===== config.mk =====
export PLATFORM = sky130hd
export DESIGN_NAME = icm_ctrl
export DESIGN_NICKNAME = d
export VERILOG_FILES = /design/src/icm_pkg.sv /design/src/icm_ctrl.sv
export SDC_FILE = /design/constraint.sdc
export NUM_CORES = 1
export LEC_CHECK = 0
export ABC_CLOCK_PERIOD_IN_PS = 1800
export BUFFER_PORTS_ARGS = -buffer_cell sky130_fd_sc_hd__buf_4
export CORE_ASPECT_RATIO = 0.8
export CORE_MARGIN = 2
export CORE_UTILIZATION = 57
export CTS_CLUSTER_DIAMETER = 200
export DETAILED_ROUTE_END_ITERATION = 8
export PLACE_DENSITY = 0.82
export SLEW_MARGIN = 20
export SYNTH_ARGS = -nofsm -noshare
export SYNTH_HDL_FRONTEND = slang
export SYNTH_SLANG_ARGS = --single-unit

===== constraint.sdc =====
create_clock -name clk_sys_in -period 1.8 [get_ports clk_sys_in]
set_input_delay 0.18 -clock clk_sys_in [delete_from_list [all_inputs] [get_ports clk_sys_in]]
set_output_delay 0.18 -clock clk_sys_in [all_outputs]
set_load 0.005 [all_outputs]

===== src/icm_pkg.sv =====
// shared constants for the i2c channel mux controller
package icm_pkg;
    localparam int          ICM_CHANNELS     = 4;
    localparam int          ICM_ADDR_SEL_W   = 3;
    localparam logic [3:0]  ICM_ADDR_FIXED   = 4'hE;
    localparam logic [7:0]  ICM_CTRL_RESET   = 8'h00;
    localparam int          ICM_EN_BIT       = 2;
    localparam logic [2:0]  ICM_BIT_LAST     = 3'h0;
    localparam logic [2:0]  ICM_BIT_FIRST    = 3'h7;
    localparam int          ICM_SCL_MAX_KHZ  = 400;

    typedef enum logic [2:0] {
        ICM_IDLE,
        ICM_ADDR,
        ICM_ADDR_ACK,
        ICM_WRITE,
        ICM_WRITE_ACK,
        ICM_READ,
        ICM_READ_ACK
    } icm_state_t;
endpackage : icm_pkg


===== src/icm_ctrl.sv =====
// i2c slave control register and channel switch for a four-way bus mux
//
// Summary of operation
// - four downstream clock/data pairs joinable upstream
// - control register alone selects joined channels
// - interrupt output is AND of inputs
// - reset clears register, state, deselects channels
// - three select pins form low address bits
`timescale 1ns/1ns
module icm_ctrl
    import icm_pkg::*;
(
    // clock and reset
    input  wire logic                      clk_sys_in,
    input  wire logic                      arst_n_in,
    // upstream bus
    input  wire logic                      scl_in,
    input  wire logic                      sda_in,
    output logic                           sda_oe_n_out,
    // address select pins
    input  wire logic                      addr_select_bit0_in,
    input  wire logic                      addr_select_bit1_in,
    input  wire logic                      addr_select_bit2_in,
    // downstream channels: join enables and interrupts
    output logic [ICM_CHANNELS-1:0]        chan_join_out,
    input  wire logic [ICM_CHANNELS-1:0]   channel_irq_in_n,
    output logic                           irq_out_n,
    // register view
    output logic [7:0]                     ctrl_reg_out
);
    logic [1:0]                    scl_sync;
    logic [1:0]                    sda_sync;
    logic [ICM_ADDR_SEL_W-1:0]     asel_meta;
    logic [ICM_ADDR_SEL_W-1:0]     asel_sync;
    logic [ICM_CHANNELS-1:0]       irq_meta;
    logic [ICM_CHANNELS-1:0]       irq_sync;
    logic                          scl_q;
    logic                          sda_q;
    logic [7:0]                    ctrl;
    logic [7:0]                    shreg;
    logic [2:0]                    bitcnt;
    logic                          rd_mode;
    // set on the eighth rise; the fall that ends a start is no bit
    logic                          byte_full;
    icm_state_t                    state;

    // two-flop synchronisers for every pin except clock and reset
    always_ff @(posedge clk_sys_in or negedge arst_n_in) begin
        if (!arst_n_in) begin
            scl_sync  <= 2'h3;
            sda_sync  <= 2'h3;
            asel_meta <= '0;
            asel_sync <= '0;
            irq_meta  <= '1;
            irq_sync  <= '1;
            scl_q     <= 1'b1;
            sda_q     <= 1'b1;
        end else begin
            scl_sync  <= {scl_sync[0], scl_in};
            sda_sync  <= {sda_sync[0], sda_in};
            asel_meta <= {addr_select_bit2_in, addr_select_bit1_in, addr_select_bit0_in};
            asel_sync <= asel_meta;
            irq_meta  <= channel_irq_in_n;
            irq_sync  <= irq_meta;
            scl_q     <= scl_sync[1];
            sda_q     <= sda_sync[1];
        end
    end

    wire scl_s     = scl_sync[1];
    wire sda_s     = sda_sync[1];
    wire scl_rise  = scl_s & ~scl_q;
    wire scl_fall  = ~scl_s & scl_q;
    wire start_det = scl_s & scl_q & sda_q & ~sda_s;
    wire stop_det  = scl_s & scl_q & ~sda_q & sda_s;
    wire [7:0] own_addr = {1'b0, ICM_ADDR_FIXED, asel_sync};

    // bus state machine; master drives the clock, its 400 kHz limit is not checked
    always_ff @(posedge clk_sys_in or negedge arst_n_in) begin
        if (!arst_n_in) begin
            state   <= ICM_IDLE;
            bitcnt  <= ICM_BIT_FIRST;
            shreg   <= '0;
            rd_mode <= 1'b0;
            byte_full <= 1'b0;
        end else if (start_det) begin
            state  <= ICM_ADDR;
            bitcnt <= ICM_BIT_FIRST;
            byte_full <= 1'b0;
        end else if (stop_det) begin
            state <= ICM_IDLE;
        end else begin
            case (state)
                ICM_IDLE: begin
                end
                ICM_ADDR, ICM_WRITE: begin
                    if (scl_rise) begin
                        shreg     <= {shreg[6:0], sda_s};
                        bitcnt    <= bitcnt - 3'h1;
                        byte_full <= (bitcnt == ICM_BIT_LAST);
                    end
                    if (scl_fall && byte_full) begin
                        byte_full <= 1'b0;
                        if (state == ICM_WRITE) begin
                            state <= ICM_WRITE_ACK;
                        end else if (shreg[7:1] == own_addr[6:0]) begin
                            state   <= ICM_ADDR_ACK;
                            rd_mode <= shreg[0];
                        end else begin
                            state <= ICM_IDLE;
                        end
                    end
                end
                ICM_ADDR_ACK, ICM_WRITE_ACK: begin
                    if (scl_fall) begin
                        bitcnt <= ICM_BIT_FIRST;
                        state  <= rd_mode ? ICM_READ : ICM_WRITE;
                        if (rd_mode) begin
                            shreg <= ctrl;
                        end
                    end
                end
                ICM_READ: begin
                    if (scl_fall) begin
                        shreg  <= {shreg[6:0], 1'b0};
                        bitcnt <= bitcnt - 3'h1;
                        if (bitcnt == ICM_BIT_LAST) begin
                            state <= ICM_READ_ACK;
                        end
                    end
                end
                ICM_READ_ACK: begin
                    if (scl_rise) begin
                        state <= sda_s ? ICM_IDLE : ICM_READ_ACK;
                    end
                    if (scl_fall && state == ICM_READ_ACK) begin
                        shreg  <= ctrl;
                        bitcnt <= ICM_BIT_FIRST;
                        state  <= ICM_READ;
                    end
                end
                default: state <= ICM_IDLE;
            endcase
        end
    end

    // control register load on each written byte
    always_ff @(posedge clk_sys_in or negedge arst_n_in) begin
        if (!arst_n_in) begin
            ctrl <= ICM_CTRL_RESET;
        end else if (state == ICM_WRITE && scl_fall && byte_full) begin
            ctrl <= shreg;
        end
    end

    // open-drain data drive, low enable means pulling low
    always_ff @(posedge clk_sys_in or negedge arst_n_in) begin
        if (!arst_n_in) begin
            sda_oe_n_out <= 1'b1;
        end else begin
            case (state)
                ICM_ADDR_ACK, ICM_WRITE_ACK: sda_oe_n_out <= 1'b0;
                ICM_READ:                    sda_oe_n_out <= shreg[7];
                default:                     sda_oe_n_out <= 1'b1;
            endcase
        end
    end

    // channel joins, interrupt combine
    always_ff @(posedge clk_sys_in or negedge arst_n_in) begin
        if (!arst_n_in) begin
            chan_join_out <= '0;
            irq_out_n     <= 1'b1;
            ctrl_reg_out  <= ICM_CTRL_RESET;
        end else begin
            for (int i = 0; i < ICM_CHANNELS; i++) begin
                chan_join_out[i] <= ctrl[ICM_EN_BIT] && (ctrl[1:0] == 2'(i));
            end
            irq_out_n    <= &irq_sync;
            ctrl_reg_out <= ctrl;
        end
    end

    AST_JOIN_MATCH: assert property (@(posedge clk_sys_in) disable iff (!arst_n_in)
        ##1 chan_join_out == (($past(ctrl[ICM_EN_BIT])) ? (4'h1 << $past(ctrl[1:0])) : 4'h0))
        else $error("channel join does not follow register");
    AST_ONEHOT: assert property (@(posedge clk_sys_in) disable iff (!arst_n_in)
        $onehot0(chan_join_out))
        else $error("more than one channel joined");
    AST_IRQ_AND: assert property (@(posedge clk_sys_in) disable iff (!arst_n_in)
        ##1 irq_out_n == &$past(irq_sync))
        else $error("interrupt output not AND of inputs");
    AST_CTRL_STABLE: assert property (@(posedge clk_sys_in) disable iff (!arst_n_in)
        (state != ICM_WRITE) |=> $stable(ctrl))
        else $error("register changed outside a write");
    AST_ACK_DRIVE: assert property (@(posedge clk_sys_in) disable iff (!arst_n_in)
        (state == ICM_ADDR_ACK) |=> !sda_oe_n_out)
        else $error("no acknowledge drive");
    AST_IDLE_RELEASE: assert property (@(posedge clk_sys_in) disable iff (!arst_n_in)
        (state == ICM_IDLE) |=> sda_oe_n_out)
        else $error("data driven while idle");
    AST_ADDR_MATCH: assert property (@(posedge clk_sys_in) disable iff (!arst_n_in)
        ($rose(state == ICM_ADDR_ACK)) |-> $past(shreg[7:1]) == own_addr[6:0])
        else $error("acknowledged wrong address");
    AST_START_ADDR: assert property (@(posedge clk_sys_in) disable iff (!arst_n_in)
        start_det |=> state == ICM_ADDR)
        else $error("start not taken");
    AST_WRITE_ACK: assert property (@(posedge clk_sys_in) disable iff (!arst_n_in)
        (state == ICM_WRITE_ACK) |=> !sda_oe_n_out)
        else $error("no acknowledge of data byte");
    AST_JOIN_OFF: assert property (@(posedge clk_sys_in) disable iff (!arst_n_in)
        !ctrl[ICM_EN_BIT] |=> chan_join_out == 4'h0)
        else $error("channel joined while disabled");

    COV_WRITE: cover property (@(posedge clk_sys_in) disable iff (!arst_n_in)
        state == ICM_WRITE_ACK);
    COV_READ: cover property (@(posedge clk_sys_in) disable iff (!arst_n_in)
        state == ICM_READ_ACK);
    COV_JOIN: cover property (@(posedge clk_sys_in) disable iff (!arst_n_in)
        chan_join_out != 4'h0);
    COV_FOREIGN: cover property (@(posedge clk_sys_in) disable iff (!arst_n_in)
        state == ICM_ADDR && scl_fall && byte_full && shreg[7:1] != own_addr[6:0]);
endmodule : icm_ctrl


Yosys cells after proc, flatten, opt, wreduce, memory -nomap -nowiden
Cells that the tools add are included.

Bits in registers: 58. Bits of input ports: 11. Word-level logic and storage cells: 114.

$add $sub $neg: 1. Eq/ne operators: 26. Mux-type cells: 32. Bitwise logic cells: 14. Reduce and logical (&&, ||, !) cells: 23.

Operators with widths (number): 2-to-1 mux 3 bit (17); 2-to-1 mux 8 bit (5); one-hot mux 8 bit (4 select lines) (1); AND reduction 6 bit (3); != test 4 bit (second input constant) (4); one-hot mux 3 bit (5 select lines) (1); != test 3 bit (second input constant) (4); one-hot mux 3 bit (4 select lines) (1); != test 2 bit (second input constant) (5); == test 3 bit (second input constant) (3); logical AND 1 bit (8); AND reduction 8 bit (1); AND 1 bit (7); == test 7 bit (1); inverter 1 bit (7); == test 3 x 2 -> 1 bit (second input constant) (2); zero test 3 bit (2); 2-to-1 mux 1 bit (5); != test 5 x 4 -> 1 bit (second input constant) (1); nonzero test 5 bit (1); == test 2 bit (second input constant) (2); AND reduction 4 bit (1); nonzero test 4 bit (1); OR reduction 2 bit (2); 11 further kinds (11).

Depth between registers and ports, before layout
Gate-level depths: netlist of run 1.

Depth after elaboration: 7. Mapped depth: 7. Mapped depth without buffers: 7.

Worst setup path after synthesis of run 1
OpenSTA, ideal clock, no wires.

Path type: flip-flop to flip-flop. Start point: register scl_q. End point: register ctrl[0]. Arrival time: 1508 ps. Data required time: 1675 ps. Setup slack: 167 ps. Stages on the path, launching flop included: 5. Buffers on the path: 0. Cells stage by stage: dfstp_2 > and2b_4 > nand2_2 > nor3_4 > mux2_2.

Cells in the longest elaborated chain, start to end: 3.

Ends and longest elaborated chain: start, declared (line icm_ctrl.sv:37) `logic scl_q;`; start signal, assigned (line icm_ctrl.sv:65) `scl_q <= scl_sync[1];`; AND 1 bit (line icm_ctrl.sv:73) `wire scl_fall = ~scl_s & scl_q;`; logical AND 1 bit (2 in series) (line icm_ctrl.sv:151) `end else if (state == ICM_WRITE && scl_fall && byte_full) begin`; end signal, assigned (line icm_ctrl.sv:152) `ctrl <= shreg;`; end, declared (line icm_ctrl.sv:39) `logic [7:0] ctrl;`.

Every way passes these cells. A chain may end at the register's enable or synchronous reset.

Worst setup path in the final report of run 1
Start point: register scl_q. End point: register ctrl[4].

Same word-level chain as after synthesis.

==> results of run 1 <==
layout by cell type, fill, tap and decap left out, types with 2 or more instances in the layout:
| cell | netlist | final |
|---|---|---|
| nor2b_1 | 3 | 3 |
| dfstp_2 | 19 | 19 |
| clkinv_2 | 0 | 2 |
| o211ai_1 | 2 | 2 |
| ha_1 | 2 | 2 |
| clkbuf_8 | 0 | 11 |
| and3_1 | 2 | 2 |
| xor2_1 | 3 | 3 |
| nor3b_1 | 2 | 2 |
| o21ai_0 | 3 | 3 |
| o21a_1 | 2 | 2 |
| nor2_2 | 2 | 2 |
| o22ai_1 | 2 | 2 |
| dfrtp_1 | 39 | 39 |
| mux2_2 | 9 | 9 |
| mux2i_1 | 8 | 8 |
| nand3_1 | 3 | 3 |
| a31oi_1 | 2 | 2 |
| nor2_1 | 14 | 14 |
| a21oi_2 | 2 | 2 |
| buf_4 | 0 | 31 |
| a21oi_1 | 13 | 13 |
| buf_12 | 0 | 3 |
| nand4_1 | 2 | 2 |
| dlygate4sd3_1 | 0 | 10 |
| nand2b_1 | 8 | 8 |
| nand2_1 | 8 | 8 |
| nor3_1 | 3 | 3 |
| inv_1 | 5 | 5 |
| nor3_4 | 2 | 2 |
report_power, final:
group          switching [mW]  leakage (nW)  total [mW]  internal [mW]
clock                   0.451         0.102        1.15          0.702
sequential              0.154         0.705        1.63           1.48
combinational           0.233         0.600       0.450          0.218
total                   0.837          1.41        3.24           2.40
cells by family (layout without fill, tap and decap cells):
family | Yosys count | after routing | synth area share
compound gates | 35 | 35 | 0.106
xor+xnor | 4 | 4 | 0.0150
fa+ha+maj | 2 | 2 | 0.0107
buf+inv | 10 | 64 | 0.0209
flops | 58 | 58 | 0.631
mux | 17 | 17 | 0.0777
simple gates | 56 | 56 | 0.138
critical path, delay by kind of cell (launching register included):
family | cells | cell delay [ns]
buf+inv | 1 | 0.16
flops | 1 | 0.56
mux | 1 | 0.33
simple gates | 3 | 0.52
sequential cells by signal, indices dropped and copies added (netlist names):
signal	cells
sda_q	1
scl_q	1
sda_sync	2
chan_join_out	4
ctrl_reg_out	8
sda_oe_n_out	1
scl_sync	2
byte_full	1
irq_sync	4
bitcnt	3
rd_mode	1
irq_out_n	1
shreg	8
ctrl	8
asel_meta	3
irq_meta	4
asel_sync	3
state	3
area by class of cell:
type                    instances  share of cell area
clock buffers                  12              0.0524
clock inverters                 3              0.0135
inverters                       5             0.00633
multi-input cells             114               0.274
flip-flops and latches         58               0.498
well taps                      55              0.0232
repair buffers                 44               0.133
metal layers:
metal  up-vias  part of all wire
met3         2             0.059
li1        745                 -
met2        48              0.48
met5         -                 0
met1       750              0.45
met4         0            0.0034
worst paths after layout:
path                       cells past startpoint  slack, ns    startpoint               to
max                                            5       0.10         scl_q          ctrl[4]
min                                            0       0.35  asel_meta[2]     asel_sync[2]
max reg2reg                                    5       0.10         scl_q          ctrl[4]
min reg2reg                                    0       0.35  asel_meta[2]     asel_sync[2]
max in group asynchronous                      2       0.89     arst_n_in          ctrl[6]
min in group asynchronous                      2       0.46     arst_n_in  ctrl_reg_out[1]
timing repair:
item	in CTS	in global routing
setup buffers	0	0
hold buffers	10	0
hold endpoints to repair	48	0
==> metrics.txt, run 1 <==
status=finished clean; Sink Count=58; num rows=20; Yosys top cell by area=dfrtp_1; dpl cell area=0.00267 mm^2; largest buffer count on any clock path=2; relative slew slack=0.534; Fillers=244; Leakage=1.41 nW; die area=0.00463 mm^2; largest net degree at the start of global routing=59; # port buffers=24; via/cell ratio=5.31; area used by multi-input combinational logic=812 um^2; GR Util met1=0.308; top-area cell type share of the netlist area=0.418; synth unique cells=45; CP Class=reg -> reg; asr flop ratio synth=1.00; share of layout cells above drive strength 1=0.364; Seq/Total Area, Yosys=0.631; Final min period=1.70 ns; YS warnings=0; drt drc=0; number of global-route vias before repair=1495; Max-Cap Viols=0; CTS tree=done; total global routing track utilization=0.222; Post-DRT Antenna Nets=0; skew final=0.00782 ns; Non-Filler Instances=291; first-pass GRT wire length=7150 um; via count=1545; Max stage delay on crit path=0.56 ns; Main synth FF type=dfrtp_1; actual slew at the worst max-slew pin=0.699 ns; crit start category=flop; grt peak-use layer=met2; syn nets=195; initial core utilization=0.606; Starting DRT DRC Count=110; top area cells in the synthesized netlist=dfrtp_1 42%, dfstp_2 21%, mux2_2 4.3%; count leader, synth=dfrtp_1; insertion delay to the later sink of the worst-skew pair=0.33 ns; Final Max Tran Viols=0; initial antenna violation count=0; Power Dens Cells=1090 mW/mm^2; Post-synth EDFFs=0; Gate Count Post-Synth=182; final setup fails=0; Worst Hold Class=reg -> reg; Layout Nets=245; # placed instances=266; GPL Wtd Cong=0.863; Setup WS pre-CTS=0.119 ns; post-route design area=0.00296 mm^2; hpwl dp=2880 um; Num CTS Buffers=9; WP data required=2.00 ns; VDD IR max=828 uV; core area=0.00385 mm^2; First-pass DRT Iterations=4; Syn Area/Cell=12.8 um^2; CP Capture Type=flop; fin util=0.769; met3 usage=0.0933; Max Fanout on Critical Path=8; slowest cell on the critical path=dfstp_2; ANT cells=0; TNS Setup=0 ns; synthesis-stage register bit count=58; clk slew on worst S/H paths=0.06 ns; mapped cell area=0.00234 mm^2; crit path DAT=1.90 ns; grt total ovfl=0; met2 Use GR=0.328; final wirelength=4360 um; RSZ-0062 raised after global routing=no; Post-synth top cells=39 x dfrtp_1, 19 x dfstp_2, 14 x nor2_1; flip-flop and latch area=0.00148 mm^2; final worst path period share=0.942; H-tree Lvls=3; Die H=61.3 um; Boundary Pins=25; synthesis-to-finish area growth=26.8%; crit-path cells=and2b_4 > nand2_2 > nor3_4 > buf_12 > mux2_2; post-CTS resize count=0; Hold WS=0.350 ns; Fmax achieved=0.590 GHz; chip width=75.6 um; Overall Power=3.24 mW; Avg WL per Cell=15.0 um; Final Hold Viols=0; final worst-path setup slack=0.104 ns; clock root cell=clkbuf_8
No activity file was read; power rests on OpenSTA's default activity.
==> inputs of run 2 (changes only) <==
--- a/config.mk
+++ b/config.mk
@@ -8,7 +8,7 @@
 export ABC_CLOCK_PERIOD_IN_PS = 1800
 export BUFFER_PORTS_ARGS = -buffer_cell sky130_fd_sc_hd__buf_4
 export CORE_ASPECT_RATIO = 0.8
-export CORE_MARGIN = 2
+export CORE_MARGIN = 5
 export CORE_UTILIZATION = 57
 export CTS_CLUSTER_DIAMETER = 200
 export DETAILED_ROUTE_END_ITERATION = 8
==> run 2 against run 1 <==
Effect of this change: fmax fell by 1.8%; clock skew grew 0.0035 ns; core utilization fell by 1.7 points; via count is 0.19% lower; first-iteration DRC count shrank 35%; final cell count shrank 0.34%; worst setup slack lost 0.031 ns; combinational power about the same; flip-flop and latch count unchanged; die area up 19%; clock power is 14% lower.
==> metrics.txt, run 2 (synthesis gave the netlist of run 1 again) <==
chip width=81.6 um; VDD IR max=745 uV; initial antenna violation count=0; status=finished clean; Max-Cap Viols=0; hpwl dp=2860 um; Max Fanout on Critical Path=16; initial core utilization=0.602; first-pass GRT wire length=7640 um; CP Capture Type=flop; total global routing track utilization=0.193; die area=0.00549 mm^2; CTS tree=done; Largest regs=ctrl x8, ctrl_reg_out x8, shreg x8; Setup WS pre-CTS=0.103 ns; clock root cell=clkbuf_8; insertion delay to the later sink of the worst-skew pair=0.32 ns; CP Class=reg -> reg; postcts setup bufs=0; Layout Nets=243; final worst path period share=0.959; commonest non-fill, non-tap cells in the layout=39 x dfrtp_1, 29 x buf_4, 19 x dfstp_2; core area=0.00388 mm^2; Num CTS Buffers=9; WP data required=2.00 ns; Starting DRT DRC Count=72; Fmax achieved=0.579 GHz; Final Max Tran Viols=0; number of global-route vias before repair=1570; largest buffer count on any clock path=2; Boundary Pins=25; Sink Count=58; clk slew on worst S/H paths=0.06 ns; final setup fails=0; crit start category=flop; TNS Setup=0 ns; RSZ-0062 raised after global routing=no; Post-DRT Antenna Nets=0; First-pass DRT Iterations=4; Die H=67.3 um; H-tree Lvls=3; post-CTS resize count=0; Leakage=1.37 nW; # port buffers=24; Power Dens Cells=1050 mW/mm^2; final wirelength=4410 um; CTS Hold Bufs=10; ANT cells=0; grt total ovfl=0; Avg WL per Cell=15.2 um; drt drc=0; commonest non-fill, non-tap cell in the layout=dfrtp_1; Final Hold Viols=0; num rows=20; via/cell ratio=5.32; via count=1542; GPL Wtd Cong=0.821; Final min period=1.73 ns; crit path DAT=1.93 ns; largest net degree at the start of global routing=59; final worst-path setup slack=0.0733 ns; Worst Hold Class=reg -> reg; skew final=0.0113 ns; share of layout cells above drive strength 1=0.349; synthesis-to-finish area growth=24.9%; actual slew at the worst max-slew pin=0.667 ns; relative slew slack=0.555
==> run 2: cell types whose count changed in the layout (fill, tap and decap cells not counted), sizes merged <==
cell / before / now
buf: 34 / 32
clkinv: 2 / 1
clkbuf: 12 / 14
bufinv: 1 / 0
clkinvlp: 0 / 1
==> run 2: worst paths after layout <==
kind,start,endpoint,slack (ns),depth (start not counted)
worst min-delay path,asel_meta[0],asel_sync[0],0.35,0
max in group asynchronous,arst_n_in,rd_mode,0.87,2
worst max-delay path,state[2],shreg[4],0.07,6
worst max register to register,state[2],shreg[4],0.07,6
worst min register to register,asel_meta[0],asel_sync[0],0.35,0
min in group asynchronous,arst_n_in,ctrl[7],0.48,2
==> run 2: power breakdown <==
group	total (mW)	internal (mW)	switching, mW
Clock	0.986	0.536	0.450
Sequential	1.64	1.48	0.159
Combinational	0.450	0.211	0.238
Total	3.08	2.23	0.847
==> run 2: critical path: stages (launching register included) <==
cell     delay, ns
dfrtp_1       0.53
or2_4         0.33
a32oi_4       0.30
nor3_4        0.09
buf_12        0.16
nor2_1        0.13
a21oi_1       0.07
==> run 2: routing by layer <==
layer | part of all wire | track usage | vias up | routed length (um)
li1 | - | - | 737 | -
met1 | 0.45 | 0.246 | 760 | 1980
met2 | 0.48 | 0.301 | 39 | 2110
met3 | 0.061 | 0.0720 | 6 | 268
met4 | 0.011 | 0.0768 | 0 | 48
met5 | 0 | 0 | - | 0
==> run 2: final cells by class <==
class	count	area, um^2
sequential	58	1480
fill	265	961
multi-input combinational	114	812
timing repair buffer	42	378
clock buffer	14	153
tap	55	68.8
inverter	5	18.8
clock inverter	2	12.5
==> run 2: through the flow <==
step | hold slack (ns) | power (mW) | std cells | area (um^2) | util
after floorplan | -0.116 | 1.92 | 182 | 2340 | -
after global placement | 0.247 | 2.04 | 264 | 2650 | 0.684
after detailed placement | 0.262 | 2.08 | 264 | 2650 | 0.684
after CTS | 0.356 | 3.10 | 290 | 2920 | 0.752
after global routing | 0.360 | 3.26 | 290 | 2920 | 0.752
final | 0.353 | 3.08 | 290 | 2920 | 0.752
==> inputs of run 3 (changes only) <==
--- a/config.mk
+++ b/config.mk
@@ -5,7 +5,7 @@
 export SDC_FILE = /design/constraint.sdc
 export NUM_CORES = 1
 export LEC_CHECK = 0
-export ABC_CLOCK_PERIOD_IN_PS = 1800
+export ABC_CLOCK_PERIOD_IN_PS = 1600
 export BUFFER_PORTS_ARGS = -buffer_cell sky130_fd_sc_hd__buf_4
 export CORE_ASPECT_RATIO = 0.8
 export CORE_MARGIN = 5
==> constraint.sdc (replaced) <==
create_clock -name clk_sys_in -period 1.6 [get_ports clk_sys_in]
set_input_delay 0.16 -clock clk_sys_in [delete_from_list [all_inputs] [get_ports clk_sys_in]]
set_output_delay 0.16 -clock clk_sys_in [all_outputs]
set_load 0.005 [all_outputs]
==> run 3 against run 2 <==
Effect of this change: the run now ends with negative setup slack left; critical path depth fell by 1; design area rose by 8.8%; wire length rose by 24%; final cell count rose by 6.6%; fmax rose by 3.4%; clock skew fell by 0.0019 ns; die area did not move; clock power rose by 24%; core utilization rose by 6.6 points; sequential power rose by 12%; total power rose by 23%; register-to-register slack got worse by 0.14 ns; largest cell class unchanged.
==> metrics.txt, run 3 (synthesis gave the netlist of run 1 again) <==
status=finished with violations; failing checks=negative setup slack; VDD IR max=960 uV; Fmax achieved=0.599 GHz; Non-Filler Instances=309; Max stage delay on crit path=0.48 ns; insertion delay to the later sink of the worst-skew pair=0.33 ns; Largest regs=ctrl x8, ctrl_reg_out x8, shreg x8; drt drc=0; Power Dens Cells=1190 mW/mm^2; chip width=81.6 um; core area=0.00388 mm^2; crit path DAT=1.89 ns; Final Max Tran Viols=0; fin util=0.818; CTS tree=done; share of layout cells above drive strength 1=0.484; grt total ovfl=0; Layout Nets=262; # placed instances=278; Die H=67.3 um; commonest non-fill, non-tap cell in the layout=buf_4; hold path start=irq_meta[3]; number of global-route vias before repair=1741; Starting DRT DRC Count=201; crit start category=flop; final worst path period share=1.04; largest net degree at the start of global routing=59; actual slew at the worst max-slew pin=0.670 ns; WP data required=1.82 ns; Max Fanout on Critical Path=8; Leakage=1.50 nW; Final Hold Viols=0; commonest non-fill, non-tap cells in the layout=45 x buf_4, 36 x dfrtp_1, 19 x dfstp_2; CP Class=reg -> reg; Final min period=1.67 ns; crit-path cells=buf_4 > nor3_1 > nand4_1 > nor2_1 > mux2_2; synthesis-to-finish area growth=35.9%; Max-Cap Viols=0; FF-to-FF Start=state[1]; final worst-path setup slack=-0.0707 ns; H-tree Lvls=3; initial core utilization=0.602; Sink Count=58; total global routing track utilization=0.218; clk slew on worst S/H paths=0.06 ns; hpwl dp=3060 um; num rows=20; RSZ-0062 raised after global routing=yes; CP Capture Type=flop; ANT cells=0; clock root cell=clkbuf_8; # port buffers=24; final setup fails=13; slowest cell on the critical path=dfrtp_2; flop-to-flop setup slack=-0.07 ns; crit path from=state[1]; Worst Hold Class=reg -> reg; Avg WL per Cell=17.7 um; via/cell ratio=5.49; relative slew slack=0.554; First-pass DRT Iterations=4; die area=0.00549 mm^2; Num CTS Buffers=9; Boundary Pins=25; skew final=0.00939 ns; first-pass GRT wire length=8560 um; via count=1695; Overall Power=3.77 mW; GPL Wtd Cong=0.929; Post-DRT Antenna Nets=0; initial antenna violation count=0; largest buffer count on any clock path=2; final wirelength=5480 um
run 3: what timing repair did:
item                                    in CTS  in global routing
pin swaps                                    0                  7
hold buffers                                10                  0
endpoints found under the setup margin       8                 23
setup buffers                                1                  4
gates resized for setup                      3                 33
endpoints found under the hold margin       48                  0
run 3: per-stage QoR:
step	setup TNS [ns]	cell area (um^2)	hold WS (ns)	worst slack [ns]
6_report	-0.383	3170	0.353	-0.0707
5_1_grt	-1.14	3170	0.356	-0.145
4_1_cts	0	3020	0.350	0.00730
3_5_place_dp	-0.101	2720	0.247	-0.0213
3_3_place_gp	-0.143	2720	0.233	-0.0297
2_1_floorplan	0	2340	-0.136	0.0162
run 3: metal layers:
metal,GRT usage,vias up,part of all wire
met5,0,-,0
met4,0.0996,0,0.020
met3,0.0693,12,0.065
met2,0.337,71,0.48
met1,0.282,840,0.43
li1,-,772,-
run 3: final cells by class:
type	count	area, um^2
Clock buffer	14	173
Clock inverter	2	10.0
Fill cell	209	704
Inverter	5	18.8
Multi-Input combinational cell	114	920
Sequential cell	58	1480
Tap cell	55	68.8
Timing Repair Buffer	61	505
run 3: final timing paths:
check	to	cells after the start
worst max-delay path	rd_mode	5
worst min-delay path	irq_sync[3]	0
worst max register to register	rd_mode	5
worst min register to register	irq_sync[3]	0
max in group asynchronous	state[2]	2
min in group asynchronous	ctrl[0]	2
run 3: where the power goes:
group | switching, mW | internal (mW) | total [mW]
logic | 0.384 | 0.326 | 0.710
clock network | 0.537 | 0.685 | 1.22
registers | 0.176 | 1.67 | 1.84
run 3: worst max-delay path: cells and delay by family (launching register included):
| family | cells | cell delay (ns) |
|---|---|---|
| simple gates | 3 | 0.58 |
| flops | 1 | 0.48 |
| mux | 1 | 0.34 |
| buf+inv | 1 | 0.16 |
